**src/hdl/sss_pkg.sv**
```systemverilog
`default_nettype none
package sss_pkg;
	// -----------------------------------------------------------------
	// Register byte offsets on the Wishbone slave
	// -----------------------------------------------------------------
	localparam logic [7:0] REG_CMD       = 8'h00;
	localparam logic [7:0] REG_CTRL      = 8'h04;
	localparam logic [7:0] REG_IMASK_LO  = 8'h08;
	localparam logic [7:0] REG_IMASK_HI  = 8'h0c;
	localparam logic [7:0] REG_UFE_LO    = 8'h10;
	localparam logic [7:0] REG_UFE_HI    = 8'h14;
	localparam logic [7:0] REG_SSE_LO    = 8'h18;
	localparam logic [7:0] REG_SSE_HI    = 8'h1c;
	localparam logic [7:0] REG_ADDR_LO   = 8'h20;
	localparam logic [7:0] REG_ADDR_HI   = 8'h24;
	localparam logic [7:0] REG_INUSE_LO  = 8'h28;
	localparam logic [7:0] REG_INUSE_HI  = 8'h2c;
	localparam logic [7:0] REG_MOD_LO    = 8'h30;
	localparam logic [7:0] REG_MOD_HI    = 8'h34;
	localparam logic [7:0] REG_CSR       = 8'h38;
	localparam logic [7:0] REG_SSV_LO    = 8'h3c;
	localparam logic [7:0] REG_SSV_HI    = 8'h40;
	localparam logic [7:0] REG_CV_LO     = 8'h44;
	localparam logic [7:0] REG_CV_HI     = 8'h48;
	localparam logic [7:0] REG_TUPLE     = 8'h4c;
	// -----------------------------------------------------------------
	// Field positions
	// -----------------------------------------------------------------
	localparam int CMD_SAVE_BIT    = 0;
	localparam int CMD_RESTORE_BIT = 1;
	localparam int CTRL_SFE_BIT    = 0;
	localparam int CTRL_TS_BIT     = 3;
	localparam int CTRL_CPL_LSB    = 4;
	localparam int CTRL_NONROOT    = 8;
	localparam int CTRL_MODE64     = 9;
	localparam int CTRL_ACEN       = 10;
	localparam int TOP_BIT         = 63;
	// -----------------------------------------------------------------
	// Reset values and fixed figures
	// -----------------------------------------------------------------
	localparam logic [31:0] CSR_INIT     = 32'h0000_1f80;
	localparam logic [31:0] CSR_LEGAL    = 32'h0000_ffff;
	localparam logic [63:0] ALIGN_MASK   = 64'h0000_0000_0000_003f;
	localparam logic [63:0] OFF_COMP1    = 64'h0000_0000_0000_00a0;
	localparam logic [63:0] OFF_HDR      = 64'h0000_0000_0000_0200;
	localparam logic [63:0] OFF_EXT      = 64'h0000_0000_0000_0240;
	localparam logic [63:0] COMP_BYTES   = 64'h0000_0000_0000_0040;
	localparam logic [63:0] WORD_BYTES   = 64'h0000_0000_0000_0008;
	localparam logic [2:0]  HDR_WORDS    = 3'h7;
	localparam logic [5:0]  LAST_COMP    = 6'h3e;
	// -----------------------------------------------------------------
	// Fault codes and memory-side operations
	// -----------------------------------------------------------------
	typedef enum logic [2:0] {
		FLT_NONE = 3'h0, FLT_UD = 3'h1, FLT_NM = 3'h2, FLT_GP = 3'h3, FLT_AC = 3'h4
	} sss_fault_type;
	typedef enum logic [2:0] {
		OP_HDR_WR = 3'h0, OP_HDR_RD = 3'h1, OP_SAVE = 3'h2, OP_LOAD = 3'h3, OP_INIT = 3'h4
	} sss_op_type;
endpackage : sss_pkg
`default_nettype wire

```
**src/hdl/sss_chk_if.sv**
```systemverilog
`default_nettype none
interface sss_chk_if;
	import sss_pkg::*;
	logic [63:0]   imask;
	logic [63:0]   ufe;
	logic [63:0]   sse;
	logic [63:0]   addr;
	logic [10:0]   ctrl;
	logic [63:0]   ssv;
	logic [63:0]   cv;
	logic          hdr_nz;
	logic          t_valid;
	logic [1:0]    t_cpl;
	logic          t_nonroot;
	logic [63:0]   t_addr;
	logic [63:0]   t_cv;
	logic [63:0]   requested_component_mask;
	sss_fault_type entry_fault;
	logic          hdr_fault;
	logic          mod_ok;
	modport core (output imask, ufe, sse, addr, ctrl, ssv, cv, hdr_nz, t_valid, t_cpl,
		t_nonroot, t_addr, t_cv, input requested_component_mask, entry_fault, hdr_fault, mod_ok);
	modport chk (input imask, ufe, sse, addr, ctrl, ssv, cv, hdr_nz, t_valid, t_cpl,
		t_nonroot, t_addr, t_cv, output requested_component_mask, entry_fault, hdr_fault, mod_ok);
endinterface : sss_chk_if
`default_nettype wire

```
**src/hdl/sss_check.sv**
```systemverilog
`default_nettype none
module sss_check
	import sss_pkg::*;
(
	sss_chk_if.chk c
);
	// -----------------------------------------------------------------
	// Mask, entry faults, header checks and modified-optimisation gate
	// -----------------------------------------------------------------
	logic [63:0] enabled;
	logic [1:0]  current_privilege_level;
	logic        misaligned;

	// The enabled set is user plus supervisor features.
	always_comb begin
		enabled    = c.ufe | c.sse;
		c.requested_component_mask     = c.imask & enabled;
		current_privilege_level        = c.ctrl[CTRL_CPL_LSB +: 2];
		misaligned = |(c.addr & ALIGN_MASK);
		// Invalid opcode outranks the task-switch trap, which outranks protection.
		if (!c.ctrl[CTRL_SFE_BIT]) begin
			c.entry_fault = FLT_UD;
		end else if (c.ctrl[CTRL_TS_BIT]) begin
			c.entry_fault = FLT_NM;
		end else if (misaligned && c.ctrl[CTRL_ACEN] && current_privilege_level == 2'h3) begin
			c.entry_fault = FLT_AC;
		end else if (current_privilege_level != 2'h0 || misaligned) begin
			c.entry_fault = FLT_GP;
		end else begin
			c.entry_fault = FLT_NONE;
		end
		// Header words are judged only after all eight were read.
		c.hdr_fault = !c.cv[TOP_BIT]
			|| |(c.cv[62:0] & ~enabled[62:0])
			|| |(c.ssv & ~c.cv)
			|| c.hdr_nz;
		c.mod_ok = c.t_valid && c.t_cpl == current_privilege_level
			&& c.t_nonroot == c.ctrl[CTRL_NONROOT]
			&& c.t_addr == c.addr
			&& c.t_cv[TOP_BIT]
			&& c.t_cv[62:0] == c.requested_component_mask[62:0];
	end
endmodule : sss_check
`default_nettype wire

```
**src/hdl/sss_top.sv**
```systemverilog
`default_nettype none
module sss_top
	import sss_pkg::*;
(
	// Clock, reset, enable
	input  wire logic        core_clk_i,
	input  wire logic        rst_i,
	input  wire logic        ce_i,
	// Wishbone slave
	input  wire logic        wb_cyc_i,
	input  wire logic        wb_stb_i,
	input  wire logic        wb_we_i,
	input  wire logic [7:0]  wb_adr_i,
	input  wire logic [3:0]  wb_sel_i,
	input  wire logic [31:0] wb_dat_i,
	output logic      [31:0] wb_dat_o,
	output logic             wb_ack_o,
	// Save-area memory and state datapath
	output logic             mem_req_o,
	output logic      [2:0]  mem_op_o,
	output logic      [5:0]  mem_comp_o,
	output logic      [63:0] mem_addr_o,
	output logic      [63:0] mem_wdata_o,
	output logic             mem_long_mode_o,
	input  wire logic        mem_ack_i,
	input  wire logic [63:0] mem_rdata_i,
	input  wire logic        mem_err_i
);
	// -----------------------------------------------------------------
	// State
	// -----------------------------------------------------------------
	typedef enum logic [2:0] {
		ST_IDLE, ST_HDR_RD, ST_HDR_CHK, ST_COMP, ST_COMP_WAIT, ST_HDR_WR
	} sss_state_type;

	typedef struct packed {
		sss_state_type state;
		logic          busy;
		logic          done;
		sss_fault_type fault;
		logic          restore;
		logic [10:0]   ctrl;
		logic [63:0]   imask;
		logic [63:0]   ufe;
		logic [63:0]   sse;
		logic [63:0]   addr;
		logic [63:0]   in_use;
		logic [63:0]   modified;
		logic [31:0]   csr;
		logic [63:0]   ssv;
		logic [63:0]   cv;
		logic          hdr_nz;
		logic [5:0]    idx;
		logic [2:0]    word;
		logic [63:0]   ext_off;
		logic [63:0]   requested_component_mask;
		logic          mod_ok;
		logic          t_valid;
		logic [1:0]    t_cpl;
		logic          t_nonroot;
		logic [63:0]   t_addr;
		logic [63:0]   t_cv;
		logic          ack;
		logic [31:0]   rdat;
		logic          req;
		sss_op_type    op;
		logic [5:0]    comp;
		logic [63:0]   maddr;
		logic [63:0]   wdata;
	} sss_regs_type;

	sss_regs_type r;
	sss_regs_type next_r;
	sss_chk_if    chk ();

	// -----------------------------------------------------------------
	// Checks and mask unit
	// -----------------------------------------------------------------
	sss_check u_check (
		.c (chk.chk)
	);

	assign chk.imask     = r.imask;
	assign chk.ufe       = r.ufe;
	assign chk.sse       = r.sse;
	assign chk.addr      = r.addr;
	assign chk.ctrl      = r.ctrl;
	assign chk.ssv       = r.ssv;
	assign chk.cv        = r.cv;
	assign chk.hdr_nz    = r.hdr_nz;
	assign chk.t_valid   = r.t_valid;
	assign chk.t_cpl     = r.t_cpl;
	assign chk.t_nonroot = r.t_nonroot;
	assign chk.t_addr    = r.t_addr;
	assign chk.t_cv      = r.t_cv;

	// Byte-lane merge for one 32-bit register word: a half of a 64-bit register, CTRL or CSR.
	function automatic logic [31:0] lane_wr(input logic [31:0] old, input logic [31:0] dat,
		input logic [3:0] sel);
		logic [31:0] res;
		res = old;
		for (int b = 0; b < 4; b++) begin
			if (sel[b]) begin
				res[8*b +: 8] = dat[8*b +: 8];
			end
		end
		return res;
	endfunction : lane_wr

	// -----------------------------------------------------------------
	// Next-state logic
	// -----------------------------------------------------------------
	logic        bus_req;
	logic        bus_wr;
	logic        csr_ne;
	logic        do_save;
	logic        last;
	logic [63:0] comp_addr;

	// Bus access, sequencer and tracker updates in one pass.
	always_comb begin
		next_r    = r;
		bus_req   = wb_cyc_i && wb_stb_i && !r.ack;
		bus_wr    = bus_req && wb_we_i && !r.busy;
		csr_ne    = r.csr != CSR_INIT;
		last      = r.idx == LAST_COMP;
		do_save   = 1'b0;
		comp_addr = r.addr + r.ext_off;
		if (r.idx == 6'h0) begin
			comp_addr = r.addr;
		end else if (r.idx == 6'h1) begin
			comp_addr = r.addr + OFF_COMP1;
		end
		next_r.ack = bus_req;
		// Reads return zero for unmapped offsets; writes to them are dropped.
		unique case (wb_adr_i)
			REG_CMD:      next_r.rdat = {25'h0, r.fault, 2'h0, r.done, r.busy};
			REG_CTRL:     next_r.rdat = {21'h0, r.ctrl};
			REG_IMASK_LO: next_r.rdat = r.imask[31:0];
			REG_IMASK_HI: next_r.rdat = r.imask[63:32];
			REG_UFE_LO:   next_r.rdat = r.ufe[31:0];
			REG_UFE_HI:   next_r.rdat = r.ufe[63:32];
			REG_SSE_LO:   next_r.rdat = r.sse[31:0];
			REG_SSE_HI:   next_r.rdat = r.sse[63:32];
			REG_ADDR_LO:  next_r.rdat = r.addr[31:0];
			REG_ADDR_HI:  next_r.rdat = r.addr[63:32];
			REG_INUSE_LO: next_r.rdat = r.in_use[31:0];
			REG_INUSE_HI: next_r.rdat = r.in_use[63:32];
			REG_MOD_LO:   next_r.rdat = r.modified[31:0];
			REG_MOD_HI:   next_r.rdat = r.modified[63:32];
			REG_CSR:      next_r.rdat = r.csr;
			REG_SSV_LO:   next_r.rdat = r.ssv[31:0];
			REG_SSV_HI:   next_r.rdat = r.ssv[63:32];
			REG_CV_LO:    next_r.rdat = r.cv[31:0];
			REG_CV_HI:    next_r.rdat = r.cv[63:32];
			REG_TUPLE:    next_r.rdat = {28'h0, r.t_valid, r.t_nonroot, r.t_cpl};
			default:      next_r.rdat = 32'h0;
		endcase
		// Writes while busy are ignored so the operands cannot shift mid-flight.
		if (bus_wr) begin
			unique case (wb_adr_i)
				REG_CTRL:     next_r.ctrl = 11'(lane_wr({21'h0, r.ctrl}, wb_dat_i, wb_sel_i));
				REG_IMASK_LO: next_r.imask[31:0] = lane_wr(r.imask[31:0], wb_dat_i, wb_sel_i);
				REG_IMASK_HI: next_r.imask[63:32] = lane_wr(r.imask[63:32], wb_dat_i, wb_sel_i);
				REG_UFE_LO:   next_r.ufe[31:0] = lane_wr(r.ufe[31:0], wb_dat_i, wb_sel_i);
				REG_UFE_HI:   next_r.ufe[63:32] = lane_wr(r.ufe[63:32], wb_dat_i, wb_sel_i);
				REG_SSE_LO:   next_r.sse[31:0] = lane_wr(r.sse[31:0], wb_dat_i, wb_sel_i);
				REG_SSE_HI:   next_r.sse[63:32] = lane_wr(r.sse[63:32], wb_dat_i, wb_sel_i);
				REG_ADDR_LO:  next_r.addr[31:0] = lane_wr(r.addr[31:0], wb_dat_i, wb_sel_i);
				REG_ADDR_HI:  next_r.addr[63:32] = lane_wr(r.addr[63:32], wb_dat_i, wb_sel_i);
				REG_INUSE_LO: next_r.in_use[31:0] = lane_wr(r.in_use[31:0], wb_dat_i, wb_sel_i);
				REG_INUSE_HI: next_r.in_use[63:32] = lane_wr(r.in_use[63:32], wb_dat_i, wb_sel_i);
				REG_MOD_LO:   next_r.modified[31:0] = lane_wr(r.modified[31:0], wb_dat_i, wb_sel_i);
				REG_MOD_HI:   next_r.modified[63:32] = lane_wr(r.modified[63:32], wb_dat_i, wb_sel_i);
				REG_CSR:      next_r.csr = lane_wr(r.csr, wb_dat_i, wb_sel_i);
				default:      next_r.ctrl = r.ctrl;
			endcase
		end
		unique case (r.state)
			ST_IDLE: begin
				// Entry faults are settled here, before anything leaves the block.
				if (bus_wr && wb_adr_i == REG_CMD && wb_sel_i[0]
					&& (wb_dat_i[CMD_SAVE_BIT] || wb_dat_i[CMD_RESTORE_BIT])) begin
					next_r.done    = 1'b0;
					next_r.restore = wb_dat_i[CMD_RESTORE_BIT] && !wb_dat_i[CMD_SAVE_BIT];
					next_r.requested_component_mask    = chk.requested_component_mask;
					next_r.mod_ok  = chk.mod_ok;
					next_r.fault   = chk.entry_fault;
					next_r.idx     = 6'h0;
					next_r.word    = 3'h0;
					next_r.ext_off = OFF_EXT;
					next_r.hdr_nz  = 1'b0;
					if (chk.entry_fault != FLT_NONE) begin
						next_r.done = 1'b1;
					end else if (next_r.restore) begin
						next_r.busy  = 1'b1;
						next_r.state = ST_HDR_RD;
						next_r.req   = 1'b1;
						next_r.op    = OP_HDR_RD;
						next_r.maddr = r.addr + OFF_HDR;
					end else begin
						next_r.busy  = 1'b1;
						next_r.state = ST_COMP;
					end
				end
			end
			ST_HDR_RD: begin
				// Eight words: vector, compaction vector, then six that must be zero.
				if (mem_ack_i) begin
					if (r.word == 3'h0) begin
						next_r.ssv = mem_rdata_i;
					end else if (r.word == 3'h1) begin
						next_r.cv = mem_rdata_i;
					end else begin
						next_r.hdr_nz = r.hdr_nz || |mem_rdata_i;
					end
					next_r.word  = r.word + 3'h1;
					next_r.maddr = r.maddr + WORD_BYTES;
					if (r.word == HDR_WORDS) begin
						next_r.req   = 1'b0;
						next_r.state = ST_HDR_CHK;
					end
				end
			end
			ST_HDR_CHK: begin
				if (chk.hdr_fault) begin
					next_r.fault = FLT_GP;
					next_r.busy  = 1'b0;
					next_r.done  = 1'b1;
					next_r.state = ST_IDLE;
				end else begin
					next_r.state = ST_COMP;
				end
			end
			ST_COMP: begin
				// One component per visit; skipped ones cost a single cycle.
				next_r.comp = r.idx;
				next_r.maddr = comp_addr;
				if (r.restore) begin
					if (r.requested_component_mask[r.idx]) begin
						do_save = 1'b1;
						next_r.op = r.ssv[r.idx] ? OP_LOAD : OP_INIT;
					end
				end else begin
					do_save = r.requested_component_mask[r.idx]
						&& (r.in_use[r.idx] || (r.idx == 6'h1 && csr_ne))
						&& !(r.mod_ok && !r.modified[r.idx]
							&& !(r.idx == 6'h1 && csr_ne));
					next_r.op    = OP_SAVE;
					next_r.wdata = (r.idx == 6'h1) ? {32'h0, r.csr} : 64'h0;
				end
				// The extended offset advances for every compacted slot, saved or not.
				if (r.idx >= 6'h2 && (r.restore ? r.cv[r.idx] : r.requested_component_mask[r.idx])) begin
					next_r.ext_off = r.ext_off + COMP_BYTES;
				end
				if (do_save) begin
					next_r.req   = 1'b1;
					next_r.state = ST_COMP_WAIT;
				end else begin
					next_r.idx = r.idx + 6'h1;
					if (last) begin
						next_r.state = ST_HDR_WR;
					end
				end
			end
			ST_COMP_WAIT: begin
				if (mem_ack_i) begin
					next_r.req = 1'b0;
					next_r.idx = r.idx + 6'h1;
					next_r.state = last ? ST_HDR_WR : ST_COMP;
					if (r.restore && r.op == OP_INIT && r.idx == 6'h1) begin
						next_r.csr = CSR_INIT;
					end
					// Earlier components keep what they already took on abort.
					if (r.restore && r.op == OP_LOAD
						&& ((mem_err_i && r.sse[r.idx])
						|| (r.idx == 6'h1 && |(mem_rdata_i[31:0] & ~CSR_LEGAL)))) begin
						next_r.fault = FLT_GP;
						next_r.busy  = 1'b0;
						next_r.done  = 1'b1;
						next_r.state = ST_IDLE;
					end else if (r.restore && r.op == OP_LOAD && r.idx == 6'h1) begin
						next_r.csr = mem_rdata_i[31:0];
					end
				end
			end
			ST_HDR_WR: begin
				if (r.restore) begin
					// Trackers and tuple change only when the restore completes.
					next_r.in_use   = r.in_use | (r.requested_component_mask & r.ssv);
					next_r.modified = ~r.requested_component_mask;
					next_r.t_valid   = 1'b1;
					next_r.t_cpl     = r.ctrl[CTRL_CPL_LSB +: 2];
					next_r.t_nonroot = r.ctrl[CTRL_NONROOT];
					next_r.t_addr    = r.addr;
					next_r.t_cv      = r.cv;
					next_r.busy      = 1'b0;
					next_r.done      = 1'b1;
					next_r.state     = ST_IDLE;
				end else if (!r.req) begin
					// First the saved-state vector, then the compaction vector; nothing else.
					next_r.req   = 1'b1;
					next_r.op    = OP_HDR_WR;
					next_r.word  = 3'h0;
					next_r.maddr = r.addr + OFF_HDR;
					next_r.wdata = r.requested_component_mask & r.in_use;
					next_r.wdata[1] = r.requested_component_mask[1] && (r.in_use[1] || csr_ne);
					next_r.ssv   = next_r.wdata;
					next_r.cv    = {1'b1, r.requested_component_mask[62:0]};
				end else if (mem_ack_i) begin
					if (r.word == 3'h0) begin
						next_r.word  = 3'h1;
						next_r.maddr = r.maddr + WORD_BYTES;
						next_r.wdata = r.cv;
					end else begin
						next_r.req   = 1'b0;
						next_r.busy  = 1'b0;
						next_r.done  = 1'b1;
						next_r.state = ST_IDLE;
					end
				end
			end
		endcase
	end

	// -----------------------------------------------------------------
	// State register
	// -----------------------------------------------------------------
	// All state freezes while the clock enable is low.
	always_ff @(posedge core_clk_i or posedge rst_i) begin
		if (rst_i) begin
			r       <= '0;
			r.state <= ST_IDLE;
			r.fault <= FLT_NONE;
			r.op    <= OP_HDR_WR;
			r.csr   <= CSR_INIT;
		end else if (ce_i) begin
			r <= next_r;
		end
	end

	// -----------------------------------------------------------------
	// Outputs
	// -----------------------------------------------------------------
	assign wb_ack_o        = r.ack;
	assign wb_dat_o        = r.rdat;
	assign mem_req_o       = r.req;
	assign mem_op_o        = r.op;
	assign mem_comp_o      = r.comp;
	assign mem_addr_o      = r.maddr;
	assign mem_wdata_o     = r.wdata;
	assign mem_long_mode_o = r.ctrl[CTRL_MODE64];
endmodule : sss_top
`default_nettype wire

```
**config.mk**
```make
export PLATFORM = sky130hd
export DESIGN_NAME = sss_top
export DESIGN_NICKNAME = d
export VERILOG_FILES = /design/src/hdl/sss_pkg.sv /design/src/hdl/sss_chk_if.sv /design/src/hdl/sss_check.sv /design/src/hdl/sss_top.sv
export SDC_FILE = /design/constraint.sdc
export NUM_CORES = 2
export LEC_CHECK = 0
export ABC_AREA = 1
export BUFFER_PORTS_ARGS = -buffer_cell sky130_fd_sc_hd__buf_2
export CAP_MARGIN = 20
export CORE_UTILIZATION = 40
export CTS_CLUSTER_DIAMETER = 100
export DETAILED_ROUTE_END_ITERATION = 12
export HOLD_SLACK_MARGIN = 0.06
export PLACE_DENSITY = 0.6
export SYNTH_ARGS = -nofsm -noshare
export SYNTH_HDL_FRONTEND = slang
export SYNTH_SLANG_ARGS = --single-unit
```
**constraint.sdc**
```tcl
create_clock -name core_clk_i -period 56.7 [get_ports core_clk_i]
set_input_delay 5.67 -clock core_clk_i [delete_from_list [all_inputs] [get_ports core_clk_i]]
set_output_delay 5.67 -clock core_clk_i [all_outputs]
set_load 0.01 [all_outputs]
```
==> run summary <==
DR WL/cell = 34.6 µm
Post-synth top area cell = dfrtp_1
Io pins = 288
Clk root buf = clkbuf_16
Worst flop-to-flop path startpoint = r[435]
First-pass GRT wire length = 571000 µm
Cell Area, Synth = 67700 µm²
Worst slew pin tran = 1.40 ns
Worst setup EP type = register
Pre-CTS setup slack = 46.94 ns
Sequential area share after synthesis = 0.370
Max-Slew Margin vs Limit = 0.0630
Layout Skew = 0.0811 ns
Worst path max stage delay = 0.92 ns
Design Area, Final = 74500 µm²
Post-Layout Cell Count = 12200
Crit-path leading delay family = buffers and inverters
R2R setup slack = 50.83 ns
DRT Wirelength = 422000 µm
Outcome = finished clean
DRT iter0 DRCs = 11500
Area grow syn2layout = 10.1%
Die W = 413 µm
Die ar. = 171000 µm²
Worst-Skew Late Latency = 0.83 ns
DRC errors left = 0
HP Class = reg2reg
TritonCTS clock tree = built
Post-route setup slack = 47.62 ns
Hold Fails Final Rpt = 0
Fillers = 17800
Ys flop type = dfrtp_1
CTS clk-pin slew, worst paths = 0.06 ns
Drt pass-1 iters = 6
Dpl hpwl = 322000 µm
Asr flop ratio synth = 1.00
Largest net degree at the start of global routing = 185
Quantity of hold-fixing buffers added after cts = 0
Worst hold slack = 0.476 ns
Cells after DPL = 11900
DP Area = 69800 µm²
Vias per inst = 6.33
RSZ-0062 raised after global routing = false
IO Port Bufs = 287
Post-layout min period = 9.08 ns
Gpl congestion = 1.10
Starting Density = 0.404
Hold Startpoint = mem_wdata_o[52]
Yosys cell types = 64
CP max FO = 83
Vias = 77300
Max clock buf depth = 3
Critical path required time = 57.35 ns
Clock net sink count = 1000
Std cell rows = 150
Reg2reg end = r[423]
Final TNS setup = 0 ns
Synth area leaders = dfrtp_1 37%, nand2_1 13%, o21ai_0 11%
Number of max-cap violations = 0
Area occupied by multi-input gates = 35100 µm²
Pins Over Slew Limit = 0
Setup violations, final = 0
CP dominant cell by count = buf_4
Syn nets = 10100
Vias in the first global route = 70500
Mapped Cells = 9951
Critical-path cell list = clkbuf_8 > inv_4 > nor2_4 > buf_4 > inv_6 > buf_4 > buf_4 > o221ai_1
Layout Nets = 10000
Syn Area/Cell = 6.80 µm²
Crit path arrival time = 9.72 ns
Post-synth top area share = 0.368
PwrDens = 25.0 nW/µm²
Endpoint, Worst Hold = mem_wdata_o[52]
Final Power = 1.86 mW
Cts repair resizes = 0
CORE AREA = 168000 µm²
WP buf/inv = 6
Total CTS buffers = 119
Leakage Power = 32.9 nW
WS Path Type = in2reg
Remaining Overflow, GRT = 0
Htree depth = 3
Share of cells above drive strength 1 = 0.0781
Die Height = 413 µm
Number of synthesized register bits = 1000
Initial antenna violation count = 34
Peak VDD IR = 0.0000309 V
EDFF count, synth = 0
Hold path cells = 2
Utilization after layout = 0.444
Startpoint types = input pin
Period utilisation layout = 0.160
Fmax achieved = 110 MHz
Routed Antenna Nets = 0
CP max-delay cell = buf_4
Storage cell area = 25000 µm²
Total track usage = 0.482
Reg2Reg Depth = 20
Synth warn = 0
Post-CTS setup buffer count = 0
routing by layer:
layer,track usage,wire length (µm),part of all wire
met1,0.593,155000,0.37
met2,0.691,173000,0.41
met3,0.135,50000,0.12
met4,0.416,44000,0.10
met5,0,203,0.00048
cells in the mapped netlist, drive strengths merged, types with 2 or more instances:
| cell | number |
|---|---|
| o21ai | 1486 |
| nand3 | 572 |
| o221ai | 90 |
| or2 | 12 |
| nand4 | 149 |
| a22oi | 3 |
| xnor2 | 44 |
| o2111ai | 21 |
| a31o | 3 |
| nor2 | 862 |
| inv | 1079 |
| dfrtp | 994 |
| a211oi | 16 |
| clkinv | 13 |
| nand3b | 14 |
| a31oi | 29 |
| and3 | 4 |
| o21bai | 13 |
| nor3b | 4 |
| a21oi | 618 |
| o211ai | 77 |
| o21a | 3 |
| clkbuf | 327 |
| or3 | 2 |
| ha | 69 |
| a2111oi | 4 |
| dfstp | 6 |
| nor4 | 61 |
| a21boi | 5 |
| o31ai | 13 |
| a221oi | 52 |
| nor3 | 107 |
| xor2 | 161 |
| nand2 | 2426 |
| a21o | 4 |
| buf | 348 |
| o22ai | 239 |
| a32o | 4 |
| a22o | 6 |
| o2bb2ai | 3 |
where the power goes:
group	switching (mW)	internal [mW]
clock	0.360	0.512
combinational	0.144	0.0533
sequential	0.0443	0.749
cells in the final DEF (no fill, tap or decap), types with 21 or more instances in the layout:
| master | synthesis | routed |
|---|---|---|
| o22ai_1 | 239 | 239 |
| o21ai_1 | 30 | 42 |
| o21ai_0 | 1456 | 1444 |
| buf_2 | 105 | 287 |
| nand4_1 | 149 | 149 |
| diode_2 | 0 | 41 |
| o211ai_1 | 76 | 76 |
| clkbuf_16 | 0 | 120 |
| clkbuf_8 | 0 | 33 |
| a221oi_1 | 52 | 52 |
| o221ai_1 | 90 | 90 |
| clkbuf_1 | 324 | 24 |
| nor4_1 | 61 | 60 |
| dfrtp_1 | 994 | 992 |
| ha_1 | 69 | 69 |
| o2111ai_1 | 21 | 21 |
| inv_1 | 1056 | 1049 |
| a21oi_1 | 617 | 617 |
| nor3_1 | 104 | 103 |
| xnor2_1 | 44 | 44 |
| nand2_1 | 2422 | 2414 |
| buf_4 | 193 | 160 |
| a31oi_1 | 29 | 29 |
| xor2_1 | 161 | 161 |
| nor2_1 | 836 | 828 |
| nand3_1 | 568 | 566 |
| inv_2 | 22 | 25 |
state kept, by name, indices dropped and copies added, names as in the netlist, 2 cells and up:
signal	flops
chk.ctrl	11
wb_dat_o	32
chk.t_cpl	2
chk.ufe	64
mem_addr_o	64
mem_comp_o	6
chk.sse	64
mem_wdata_o	64
mem_op_o	3
chk.ssv	64
chk.t_addr	64
r	301
chk.imask	64
chk.addr	64
chk.cv	64
chk.t_cv	64
worst max-delay path by stage:
stage                     startpoint          end  cells after the start
after floorplan                rst_i  chk.addr[0]                      1
after global placement          ce_i       r[606]                      8
after detailed placement        ce_i       r[607]                      8
after CTS                       ce_i       r[607]                      8
after global routing            ce_i       r[638]                      8
final                           ce_i       r[607]                      8
kinds of logic (layout without fill, tap and decap cells):
kind of cell / count (synthesis) / count (layout) / synth area share
AND/OR/NAND/NOR: 4216 / 4216 / 0.259
AO/OA/AOI/OAI: 2693 / 2693 / 0.220
buffers and inverters: 1767 / 1783 / 0.112
flip-flops: 1000 / 1000 / 0.370
XOR/XNOR: 205 / 205 / 0.0265
adder cells (fa/ha/maj): 69 / 69 / 0.0128
multiplexers: 1 / 1 / 0.000166
other: 0 / 41 / 0
cell type report:
type / count / area share
flip-flops and latches: 1000 / 0.336
diodes: 41 / 0.00138
clock buffers: 175 / 0.0473
clock inverters: 50 / 0.0112
repair buffers: 466 / 0.0400
well taps: 2204 / 0.0370
inverters: 1092 / 0.0553
multi-input cells: 7184 / 0.472
worst min-delay path, cell delays in order (launching register included):
cell     delay [ns]
dfrtp_1        0.33
nand2_1        0.05
o21ai_0        0.06
Note: power is estimated with default switching activity, not from simulation.
